File: src/core/mdp_pkg.sv
// Purpose: shared constants and types of the motor drive protection block
// Assumes: 100 MHz system clock, currents in percent of motor rated current
// Notes: register map, field layout, reset values and timing counts live here
package mdp_pkg;
  localparam int unsigned CLK_NS = 10;
  localparam int unsigned TICK_NS = 1000000;
  localparam int unsigned TICK_CYC = TICK_NS / CLK_NS;
  localparam int unsigned MS_PER_S = 1000;
  localparam int unsigned THERM_WINDOW_MS = 60000;

  localparam logic [7:0] A_CTRL = 8'h00;
  localparam logic [7:0] A_THERM = 8'h04;
  localparam logic [7:0] A_WARN = 8'h08;
  localparam logic [7:0] A_TRIP = 8'h0C;
  localparam logic [7:0] A_STALL = 8'h10;
  localparam logic [7:0] A_OUTFN = 8'h14;
  localparam logic [7:0] A_INFN_LO = 8'h18;
  localparam logic [7:0] A_INFN_HI = 8'h1C;
  localparam logic [7:0] A_STATUS = 8'h20;
  localparam int unsigned CTRL_CLEAR_BIT = 31;

  localparam logic [7:0] TH1M_MIN = 8'h32;
  localparam logic [7:0] TH1M_MAX = 8'hC8;
  localparam logic [7:0] THC_MAX = 8'h96;
  localparam logic [7:0] LVL_MIN = 8'h1E;
  localparam logic [7:0] LVL_MAX = 8'hC8;
  localparam logic [7:0] WARN_LVL_MAX = 8'h96;
  localparam logic [4:0] WARN_T_MAX = 5'h1E;
  localparam logic [5:0] TRIP_T_MAX = 6'h3C;
  localparam logic [4:0] OUT_FN_MAX = 5'h13;
  localparam logic [4:0] IN_FN_MAX = 5'h19;

  localparam logic [7:0] TH1M_RST = 8'h96;
  localparam logic [7:0] THC_RST = 8'h64;
  localparam logic [7:0] WARN_LVL_RST = 8'h96;
  localparam logic [4:0] WARN_T_RST = 5'h0A;
  localparam logic [7:0] TRIP_LVL_RST = 8'hB4;
  localparam logic [5:0] TRIP_T_RST = 6'h3C;
  localparam logic [7:0] STALL_LVL_RST = 8'h96;
  localparam logic [4:0] MO_FN_RST = 5'h0C;
  localparam logic [4:0] RLY_FN_RST = 5'h11;
  localparam logic [39:0] IN_FN_RST = 40'h3980000000;

  localparam logic [4:0] FN_OVERLOAD = 5'h05;
  localparam logic [4:0] FN_STALL = 5'h07;
  localparam logic [4:0] FN_RUNNING = 5'h0C;
  localparam logic [4:0] FN_FAULT = 5'h11;
  localparam logic [4:0] IN_EXT_NO = 5'h12;
  localparam logic [4:0] IN_EXT_NC = 5'h13;

  localparam int unsigned F_THERM = 0;
  localparam int unsigned F_OLTRIP = 1;
  localparam int unsigned F_OUTPH = 2;
  localparam int unsigned F_INPH = 3;
  localparam int unsigned F_CAP = 4;
  localparam int unsigned F_EXT = 5;
  localparam int unsigned FAULT_W = 6;

  typedef struct packed {
    logic hsel;
    logic [31:0] haddr;
    logic [1:0] htrans;
    logic hwrite;
    logic [2:0] hsize;
    logic [31:0] hwdata;
    logic hready;
  } mdp_ahb_req_s;

  typedef struct packed {
    logic cap_replace;
    logic dclink_high;
    logic [2:0] out_phase_lost;
    logic [2:0] in_phase_lost;
    logic [7:0] contact_in;
  } mdp_pins_s;

  typedef struct packed {
    logic thermal_protect_enable;
    logic motor_cooling_type;
    logic overload_trip_enable;
    logic [2:0] stall_phase_enable_bits;
    logic [1:0] phase_loss_select;
    logic [7:0] thermal_one_minute_level;
    logic [7:0] thermal_continuous_level;
    logic [7:0] overload_warn_level;
    logic [4:0] overload_warn_time;
    logic [7:0] overload_trip_level;
    logic [5:0] overload_trip_time;
    logic [7:0] stall_current_level;
    logic [4:0] output_terminal_function;
    logic [4:0] output_relay_function;
    logic [7:0][4:0] input_function;
  } mdp_cfg_s;
endpackage

File: src/core/mdp_top.sv
// Purpose: motor drive protection: thermal, overload, stall, phase loss, external trip
// Assumes: AHB-Lite single word transfers, same-clock ramp state and current sample
// Notes: any trip latches output off until software clears it or reset
//
// How it works
// - thermal enable trips output time-inverse above the continuous level, in one minute at the one-minute level
// - one-minute level 50..200 percent, default 150, never below continuous
// - continuous level 50..150 percent, default 100, never above one-minute
// - cooling type 0 shaft fan derates at low speed, 1 separate fan
// - warning level 30..150 percent default 150, warning time 0..30 s default 10
// - warning drives terminal or relay whose function code is 5
// - terminal and relay codes 0..19, defaults 12 and 17
// - enabled overload trip cuts output after level persists for trip time
// - stall field bits: 0 accel, 1 constant speed, 2 decel
// - accel with stall enabled: decelerate when current exceeds stall level
// - constant speed with stall enabled: decelerate above stall level
// - decel with stall enabled: suspend decel while link voltage high
// - stall status drives code 7 outputs even with stall field zero
// - phase select: 0 off, 1 output, 2 input, 3 both
// - output phase protection trips on any lost motor phase
// - input protection trips on lost supply phase, else on capacitor wear
// - eight inputs take codes 0..25, any may be external trip
// - code 18 input closed gives fault and output off
// - code 19 input open gives fault and output off
`timescale 1ns/1ps
`default_nettype none
module mdp_top
  import mdp_pkg::*;
#(
  parameter int unsigned TICK_CYCLES = TICK_CYC
) (
  input wire logic clk_sys,
  input wire logic reset_n,
  input wire mdp_ahb_req_s ahb_req,
  output logic [31:0] hrdata,
  output logic hreadyout,
  output logic hresp,
  input wire logic [8:0] motor_current_pct,
  input wire logic accel_phase,
  input wire logic const_phase,
  input wire logic decel_phase,
  input wire logic low_speed,
  input wire logic run_active,
  input wire mdp_pins_s pins,
  output logic output_off,
  output logic fault_indicate,
  output logic stall_decel_request,
  output logic decel_hold,
  output logic overload_warning_flag,
  output logic open_collector_output,
  output logic changeover_relay_output
);
  typedef struct packed {
    mdp_cfg_s cfg;
    logic [FAULT_W-1:0] fault;
    logic [15:0] s1, s2, s3, pin;
    logic [16:0] tick_cnt;
    logic [15:0] warn_ms, trip_ms;
    logic [31:0] heat;
    logic warn, stall_req, hold, mo, rly;
    logic wr_pend;
    logic [7:0] wr_addr, rd_addr;
  } mdp_state_s;

  mdp_state_s st_reg, st_next;

  function automatic logic in_rng(input logic [7:0] v, input logic [7:0] lo,
                                  input logic [7:0] hi);
    return (v >= lo) && (v <= hi);
  endfunction

  function automatic logic [15:0] ms_of(input logic [5:0] s);
    return 16'(16'(s) * 16'(MS_PER_S));
  endfunction

  function automatic logic [15:0] hold_cnt(input logic over, input logic tick,
                                           input logic [15:0] c);
    if (!over) return 16'h0000;
    if (tick && c != 16'hFFFF) return 16'(c + 16'h0001);
    return c;
  endfunction

  function automatic logic fn_out(input logic [4:0] code, input logic warn,
                                  input logic stall, input logic run, input logic flt);
    case (code)
      FN_OVERLOAD: return warn;
      FN_STALL: return stall;
      FN_RUNNING: return run;
      FN_FAULT: return flt;
      default: return 1'b0;
    endcase
  endfunction

  logic tick, acc_ok, write_now, clear_req, stall_over, over_warn, over_trip;
  logic in_lost, out_lost, ext_trip, therm_hot, stall_status;
  logic [7:0] cont_eff;
  logic [8:0] heat_up, heat_dn;
  logic [31:0] heat_lim, wd;
  logic [FAULT_W-1:0] fault_set;

  assign tick = (st_reg.tick_cnt == 17'(TICK_CYCLES - 1));
  assign acc_ok = ahb_req.hsel && ahb_req.htrans[1] && ahb_req.hready;
  assign write_now = st_reg.wr_pend;
  assign wd = ahb_req.hwdata;
  assign clear_req = write_now && st_reg.wr_addr == A_CTRL && wd[CTRL_CLEAR_BIT];

  // shaft fan loses cooling at low speed, so a quarter of the continuous rating goes
  assign cont_eff = (!st_reg.cfg.motor_cooling_type && low_speed) ?
    8'(st_reg.cfg.thermal_continuous_level - (st_reg.cfg.thermal_continuous_level >> 2)) :
    st_reg.cfg.thermal_continuous_level;
  assign heat_up = 9'(motor_current_pct - {1'b0, cont_eff});
  assign heat_dn = 9'({1'b0, cont_eff} - motor_current_pct);
  assign heat_lim = 32'(st_reg.cfg.thermal_one_minute_level - st_reg.cfg.thermal_continuous_level)
                    * 32'(THERM_WINDOW_MS);
  // an empty heat store never trips, so equal levels do not cut a cold motor
  assign therm_hot = st_reg.cfg.thermal_protect_enable && st_reg.heat >= heat_lim &&
                     st_reg.heat != 32'h00000000;

  assign over_warn = motor_current_pct > {1'b0, st_reg.cfg.overload_warn_level};
  assign over_trip = motor_current_pct > {1'b0, st_reg.cfg.overload_trip_level};
  assign stall_over = motor_current_pct > {1'b0, st_reg.cfg.stall_current_level};
  // status ignores the enable field so it can be watched with prevention off
  assign stall_status = (stall_over && (accel_phase || const_phase)) ||
                        (decel_phase && st_reg.pin[14]);

  assign in_lost = |st_reg.pin[10:8];
  assign out_lost = |st_reg.pin[13:11];

  always_comb begin
    ext_trip = 1'b0;
    for (int i = 0; i < 8; i++) begin
      if (st_reg.cfg.input_function[i] == IN_EXT_NO && st_reg.pin[i]) begin
        ext_trip = 1'b1;
      end
      if (st_reg.cfg.input_function[i] == IN_EXT_NC && !st_reg.pin[i]) begin
        ext_trip = 1'b1;
      end
    end
  end

  always_comb begin
    fault_set = '0;
    fault_set[F_THERM] = therm_hot;
    fault_set[F_OLTRIP] = st_reg.cfg.overload_trip_enable && over_trip &&
                          st_reg.trip_ms >= ms_of(st_reg.cfg.overload_trip_time);
    fault_set[F_OUTPH] = st_reg.cfg.phase_loss_select[0] && out_lost;
    fault_set[F_INPH] = st_reg.cfg.phase_loss_select[1] && in_lost;
    fault_set[F_CAP] = st_reg.cfg.phase_loss_select[1] && !in_lost && st_reg.pin[15];
    fault_set[F_EXT] = ext_trip;
  end

  always_comb begin
    st_next = st_reg;
    // pins: three stages, a change counts once the last two agree
    st_next.s1 = {pins.cap_replace, pins.dclink_high, pins.out_phase_lost,
                  pins.in_phase_lost, pins.contact_in};
    st_next.s2 = st_reg.s1;
    st_next.s3 = st_reg.s2;
    for (int i = 0; i < 16; i++) begin
      if (st_reg.s2[i] == st_reg.s3[i]) begin
        st_next.pin[i] = st_reg.s3[i];
      end
    end
    st_next.tick_cnt = tick ? 17'h00000 : 17'(st_reg.tick_cnt + 17'h00001);

    if (!st_reg.cfg.thermal_protect_enable) begin
      st_next.heat = 32'h00000000;
    end else if (tick && motor_current_pct > {1'b0, cont_eff}) begin
      st_next.heat = (st_reg.heat >= heat_lim) ? st_reg.heat : st_reg.heat + 32'(heat_up);
    end else if (tick) begin
      st_next.heat = (st_reg.heat > 32'(heat_dn)) ? st_reg.heat - 32'(heat_dn) : 32'h00000000;
    end

    st_next.warn_ms = hold_cnt(over_warn, tick, st_reg.warn_ms);
    st_next.trip_ms = hold_cnt(over_trip, tick, st_reg.trip_ms);
    // released at once when the current drops back under the level
    st_next.warn = over_warn &&
                   st_reg.warn_ms >= ms_of({1'b0, st_reg.cfg.overload_warn_time});

    st_next.stall_req = stall_over &&
      ((accel_phase && st_reg.cfg.stall_phase_enable_bits[0]) ||
       (const_phase && st_reg.cfg.stall_phase_enable_bits[1]));
    st_next.hold = decel_phase && st_reg.cfg.stall_phase_enable_bits[2] &&
                   st_reg.pin[14];

    // a new trip in the clearing cycle survives the clear
    st_next.fault = (st_reg.fault & {FAULT_W{!clear_req}}) | fault_set;

    st_next.mo = fn_out(st_reg.cfg.output_terminal_function, st_reg.warn, stall_status,
                        run_active && !(|st_reg.fault), |st_reg.fault);
    st_next.rly = fn_out(st_reg.cfg.output_relay_function, st_reg.warn, stall_status,
                         run_active && !(|st_reg.fault), |st_reg.fault);

    st_next.wr_pend = acc_ok && ahb_req.hwrite;
    if (acc_ok) begin
      st_next.wr_addr = ahb_req.haddr[7:0];
      st_next.rd_addr = ahb_req.haddr[7:0];
    end
    if (write_now) begin
      case (st_reg.wr_addr)
        A_CTRL: begin
          st_next.cfg.thermal_protect_enable = wd[0];
          st_next.cfg.motor_cooling_type = wd[1];
          st_next.cfg.overload_trip_enable = wd[2];
          st_next.cfg.stall_phase_enable_bits = wd[6:4];
          st_next.cfg.phase_loss_select = wd[9:8];
        end
        A_THERM: begin
          // out-of-range or crossed levels are dropped whole
          if (in_rng(wd[7:0], TH1M_MIN, TH1M_MAX) && in_rng(wd[15:8], TH1M_MIN, THC_MAX) &&
              wd[15:8] <= wd[7:0]) begin
            st_next.cfg.thermal_one_minute_level = wd[7:0];
            st_next.cfg.thermal_continuous_level = wd[15:8];
          end
        end
        A_WARN: begin
          if (in_rng(wd[7:0], LVL_MIN, WARN_LVL_MAX) && wd[20:16] <= WARN_T_MAX) begin
            st_next.cfg.overload_warn_level = wd[7:0];
            st_next.cfg.overload_warn_time = wd[20:16];
          end
        end
        A_TRIP: begin
          if (in_rng(wd[7:0], LVL_MIN, LVL_MAX) && wd[21:16] <= TRIP_T_MAX) begin
            st_next.cfg.overload_trip_level = wd[7:0];
            st_next.cfg.overload_trip_time = wd[21:16];
          end
        end
        A_STALL: begin
          if (in_rng(wd[7:0], LVL_MIN, LVL_MAX)) begin
            st_next.cfg.stall_current_level = wd[7:0];
          end
        end
        A_OUTFN: begin
          if (wd[4:0] <= OUT_FN_MAX && wd[12:8] <= OUT_FN_MAX) begin
            st_next.cfg.output_terminal_function = wd[4:0];
            st_next.cfg.output_relay_function = wd[12:8];
          end
        end
        A_INFN_LO, A_INFN_HI: begin
          for (int i = 0; i < 4; i++) begin
            if (wd[8*i +: 5] <= IN_FN_MAX) begin
              st_next.cfg.input_function[i + (st_reg.wr_addr == A_INFN_HI ? 4 : 0)] =
                wd[8*i +: 5];
            end
          end
        end
        default: begin
        end
      endcase
    end
  end

  always_ff @(posedge clk_sys or negedge reset_n) begin
    if (!reset_n) begin
      st_reg <= '0;
      st_reg.cfg.overload_trip_enable <= 1'b1;
      st_reg.cfg.thermal_one_minute_level <= TH1M_RST;
      st_reg.cfg.thermal_continuous_level <= THC_RST;
      st_reg.cfg.overload_warn_level <= WARN_LVL_RST;
      st_reg.cfg.overload_warn_time <= WARN_T_RST;
      st_reg.cfg.overload_trip_level <= TRIP_LVL_RST;
      st_reg.cfg.overload_trip_time <= TRIP_T_RST;
      st_reg.cfg.stall_current_level <= STALL_LVL_RST;
      st_reg.cfg.output_terminal_function <= MO_FN_RST;
      st_reg.cfg.output_relay_function <= RLY_FN_RST;
      st_reg.cfg.input_function <= IN_FN_RST;
    end else begin
      st_reg <= st_next;
    end
  end

  // read mux over flops and the unregistered stall status; zero-wait slave, unmapped reads give zero
  always_comb begin
    hrdata = 32'h00000000;
    case (st_reg.rd_addr)
      A_CTRL: hrdata = {22'h000000, st_reg.cfg.phase_loss_select, 1'b0,
                        st_reg.cfg.stall_phase_enable_bits, 1'b0,
                        st_reg.cfg.overload_trip_enable, st_reg.cfg.motor_cooling_type,
                        st_reg.cfg.thermal_protect_enable};
      A_THERM: hrdata = {16'h0000, st_reg.cfg.thermal_continuous_level,
                         st_reg.cfg.thermal_one_minute_level};
      A_WARN: hrdata = {11'h000, st_reg.cfg.overload_warn_time, 8'h00,
                        st_reg.cfg.overload_warn_level};
      A_TRIP: hrdata = {10'h000, st_reg.cfg.overload_trip_time, 8'h00,
                        st_reg.cfg.overload_trip_level};
      A_STALL: hrdata = {24'h000000, st_reg.cfg.stall_current_level};
      A_OUTFN: hrdata = {19'h00000, st_reg.cfg.output_relay_function, 3'h0,
                         st_reg.cfg.output_terminal_function};
      A_INFN_LO, A_INFN_HI: begin
        for (int i = 0; i < 4; i++) begin
          hrdata[8*i +: 5] = st_reg.cfg.input_function[i +
                                     (st_reg.rd_addr == A_INFN_HI ? 4 : 0)];
        end
      end
      A_STATUS: hrdata = {8'h00, st_reg.pin[7:0], 3'h0, st_reg.rly, st_reg.mo,
                          |st_reg.fault, stall_status, st_reg.warn, 2'h0, st_reg.fault};
      default: hrdata = 32'h00000000;
    endcase
  end

  assign hreadyout = 1'b1;
  assign hresp = 1'b0;
  assign output_off = |st_reg.fault;
  assign fault_indicate = |st_reg.fault;
  assign stall_decel_request = st_reg.stall_req;
  assign decel_hold = st_reg.hold;
  assign overload_warning_flag = st_reg.warn;
  assign open_collector_output = st_reg.mo;
  assign changeover_relay_output = st_reg.rly;
endmodule
`default_nettype wire

File: config.mk
export PLATFORM = sky130hd
export DESIGN_NAME = mdp_top
export DESIGN_NICKNAME = d
export VERILOG_FILES = /design/src/core/mdp_pkg.sv /design/src/core/mdp_top.sv
export SDC_FILE = /design/constraint.sdc
export NUM_CORES = 1
export LEC_CHECK = 0
export ABC_AREA = 1
export ABC_CLOCK_PERIOD_IN_PS = 7500
export BUFFER_PORTS_ARGS = -buffer_cell sky130_fd_sc_hd__clkbuf_2
export CAP_MARGIN = 40
export CELL_PAD_IN_SITES_DETAIL_PLACEMENT = 0
export CELL_PAD_IN_SITES_GLOBAL_PLACEMENT = 1
export CORE_MARGIN = 2
export CORE_UTILIZATION = 41
export DETAILED_ROUTE_END_ITERATION = 12
export PLACE_DENSITY_LB_ADDON = 0.05
export SYNTH_ARGS = -nofsm -noshare
export SYNTH_HDL_FRONTEND = slang
export SYNTH_SLANG_ARGS = --single-unit
File: constraint.sdc
create_clock -name clk_sys -period 7.5 [get_ports clk_sys]
set_input_delay 0.75 -clock clk_sys [delete_from_list [all_inputs] [get_ports clk_sys]]
set_output_delay 0.75 -clock clk_sys [all_outputs]
set_load 0.02 [all_outputs]
# Word level (Yosys, flattened, before mapping)
# Cells that the tools add are included.
# Widths: inputs -> output; s select.
# op_classes
n_addsub	12
mul	3
magnitude_cmp	31
n_eq_ne	55
n_mux	79
bitwise	2
reduce_logical	84
# ops
operator	n
$mux 40	10
$bwmux 40	4
$mux 32	5
$ge 32x1->1 const B	4
$mux 16	8
$lt 32x5->1 const B	3
$eq 5x5->1 const B	18
$mux 5	13
$bmux 5 s3	4
$demux 5 s3	4
$logic_and 1x1->1	55
$pmux 5 s8	1
$gt 9x8->1	4
$le 5x5->1 const B	7
$add 16x1->16 const B	2
$add 2x32->32 const A	1
$add 3x32->32 const A	1
$add 32x9->32	1
$eq 8x5->1 const B	4
$ge 32x32->1	1
$gt 32x9->1	1
$mul 32x11->27 const B	1
$ne 16x16->1 const B	2
$reduce_bool 32->1	1
other kinds (46)	111
# totals
reg_bits	274
in_bits	104
word_cells	319

# Depth between registers and ports, before layout
# logic_depth
ltp_word	20
ltp_mapped	47
depth_no_buf	47

# Worst setup path after synthesis
# Ideal clock, no wire load.
# synth_timing
kind	reg-to-reg
start	register st_reg[260] (netlist name)
end	register st_reg[46] (netlist name)
t_arrival_ps	6562
required_ps	7377
setup_slack_ps	816
path_stages_with_launch	43
cell_sequence	dfstp_2 inv_1 ha_1 a21oi_1 nand2b_1 nand3_1 nand2_1 nand2_1 a21oi_1 xor2_1 inv_1 ha_1 fa_1 xnor2_1 xor2_1 ha_1 inv_1 fa_1 [... 7 more ...] nand3_1 nand2_1 nand2_1 inv_1 ha_1 nand2_1 inv_1 nand2_1 nand2_1 nand2_1 nand2_1 a21oi_1 nand3_1 nand2_1 nand2_2 buf_4 nand2_1 o21ai_1
# synth_via
elab_chain_cells	8
elab_cells_between_ends	20
classes_between	add/sub: 6; mul: 1; order compare: 3; eq/ne: 2; mux: 6; reduce/logical: 2
# synth_lines
item	line	rtl
start, declared	mdp_top.sv:65	mdp_state_s st_reg, st_next;
start signal, assigned	mdp_top.sv:268	st_reg <= st_next;
branches (longest 8 deep; another with $mul 32x11->27)	-	
# Several ways; the timed one is not identified. The select of a mux whose other input is x is not followed.
# A chain may end at the register's enable or synchronous reset.

# Worst setup path in the final report
# layout_timing
start	register st_reg[260] (netlist name)
end	register st_reg[51] (netlist name)
# The elaborated chain is that of the path after synthesis.

==> flow_metrics.tcl <==
set metrics [dict create \
    clock_sinks 274 \
    p_per_area_nw_per_um2 146 \
    place_inst 3895 \
    fin_nets 3580 \
    cts-root-buf "clkbuf_16" \
    cp_data_arrival_time_ns 7.51 \
    fp.dieH_um 240 \
    vias 20500 \
    die-width_um 240 \
    yosysSeqAreaShare_pct 30.2 \
    track_usage_pct 24.1 \
    grt_pass1_wl_um 109000 \
    rows 86 \
    synth_area_um2 22900 \
    synth.distinct_cells 65 \
    syn_inst 3064 \
    start_util_pct 41.5 \
    final_util_pct 46.6 \
    hp-class "input port to async pin" \
    cpPeakStageDelay_ns 0.53 \
    grt_pass1_vias 20000 \
    io_pins 145 \
    slowest_stage "dfstp_2" \
    fin_crit_sh_pct 93.7 \
    finalSetupTns_ns 0 \
    numCtsBuffers 35 \
    drv_slew 0 \
    die-area_um2 57700 \
    timing.slew.headroom_pct 39.4 \
    clock.fmax_mhz 142 \
    wl_per_cell_um 17.3 \
    end_kind "flip-flop" \
    p_leak_nw 13.1 \
    antenna_found_initial 1 \
    clkLatencyLatePin_ns 0.58 \
    skew_ns 0.0441 \
    synth_warnings 0 \
    n_fill_cell 5703 \
    via_per_inst 5.16 \
    port_buffers 107 \
    fin_crit_ns 7.03 \
    async_flop_share_pct 100 \
    max_cap_viol_count 0 \
    synth_seq_cells 274 \
    startpoint_type "flip-flop" \
    routed_wl_um 68700 \
    synth_edf_count 0 \
    dr.pass1.iters 7 \
    required_ns 7.98 \
    avgSynthCellArea_um2 7.46 \
    drc 0 \
    ant_nets 0 \
    hold_buffers 0 \
    crit_type "flip-flop to flip-flop" \
    syn_to_final_growth_pct 12.2 \
    cts_tree "built" \
    setup_viol_count_final 0 \
    first_iter_violations 1288 \
    tightest_slew_ns 0.910 \
    synth_ff_type "dfrtp_1" \
    gr-total-overflow 0 \
    dp_hpwl_um 55300 \
    finalHoldViolCount 0 \
    clockBufferDepth 3 \
    cts_max_level 2 \
    totalPowerFinal_mw 3.75 \
    drive_gt1_share_pct 10.3 \
    irDropWorstVdd_uv 188 \
    gp_congestion 0.918 \
    status "finished, final reports clean" \
    cts.clk_slew.worst_paths_ns 0.06 \
    fin_cells 3962 \
    largest_reg_flops 236 \
    rsz0062_at_grt "no" \
    grt_start_max_net_pins 155 \
    crit_fanout 21 \
    core_um2 55100 \
]
==> logic make-up after synthesis <==
| family | synth area share (%) |
|---|---|
| simple gates | 26.5 |
| fa+ha+maj | 18.6 |
| buf+inv | 9.67 |
| other cells | 0.0328 |
| flops | 30.2 |
| mux | 0.0492 |
| compound gates | 10.9 |
| xor+xnor | 4.17 |
==> routing by layer <==
layer	track usage, %	up-vias	routed length, µm
met5	0	-	0
li1	-	10200	-
met4	5.21	0	1170
met2	41.9	402	33800
met3	2.63	59	2550
met1	32.3	9801	31100
==> final timing paths <==
kind	from	to	slack (ns)	depth (start not counted)
worst max-delay path	st_reg[260]	st_reg[51]	0.47	40
worst min-delay path	reset_n	st_reg[49]	0.09	1
worst max register to register	st_reg[260]	st_reg[51]	0.47	40
worst min register to register	st_next[136]	st_next[120]	0.35	0
max in group asynchronous	reset_n	st_reg[122]	6.12	2
min in group clk_sys	pins[15]	st_next[150]	0.28	1
==> placed cells by master (no fill, tap or decap), types with 18 or more instances in the layout <==
cell type,count
fa_1,60
dfstp_2,35
clkbuf_16,35
ha_1,225
nor2_1,226
buf_4,18
xnor2_1,31
o21ai_0,164
a21oi_1,123
nor3_1,51
nand4_1,67
nand2_1,754
inv_1,486
xor2_1,73
o21ai_1,50
clkbuf_2,106
dfrtp_1,238
nand3_1,186
==> per-stage QoR <==
| step | area [µm²] | setup slack, ns | hold WS (ns) |
|---|---|---|---|
| 2_1_floorplan | 22900 | 0.816 | 0.331 |
| 3_3_place_gp | 24200 | 0.261 | 0.333 |
| 3_5_place_dp | 24300 | 0.138 | 0.336 |
| 4_1_cts | 25500 | 0.113 | 0.114 |
| 5_1_grt | 25700 | 0.00440 | 0.102 |
| 6_report | 25700 | 0.474 | 0.0892 |
==> worst max-delay path: cells and delay by family (launching register included) <==
kind	cells	cell delay, ns
fa+ha+maj	7	2.59
simple gates	16	1.68
buf+inv	11	1.00
xor+xnor	3	0.60
flops	1	0.53
compound gates	3	0.53
==> Yosys cell counts (all sizes together), types with 33 or more instances <==
cell   count  area (µm²)
nor2     251        1050
nand4     67         419
nor3      62         385
ha       229        2870
a21oi    131         671
o21ai    215        1080
inv      504        1890
nand2    763        2890
buf       45         283
dfstp     35         920
nand3    194        1050
dfrtp    239        5980
xor2      75         664
fa        61        1220
xnor2     33         289
==> repair_timing <==
item	4_1_cts	5_1_grt
endpoints found under the setup margin	0	33
resized for setup	0	32
buffers inserted	0	2
==> where the power goes <==
part | leakage, nW | switching, mW | internal (mW)
registers | 3.33 | 0.0284 | 1.51
logic | 9.14 | 0.278 | 0.135
clock network | 0.612 | 0.726 | 1.07
==> area by class of cell <==
class / instances / area, µm² / share of cell area [%]
Clock inverter: 17 / 241 / 0.941
Antenna cell: 1 / 2.50 / 0.00975
Clock buffer: 47 / 1010 / 3.94
Sequential cell: 274 / 6900 / 26.9
Inverter: 506 / 1900 / 7.41
Timing Repair Buffer: 132 / 796 / 3.10
Multi-Input combinational cell: 2237 / 13900 / 54.1
Tap cell: 748 / 936 / 3.65
Power figures use the tool's default switching activity.
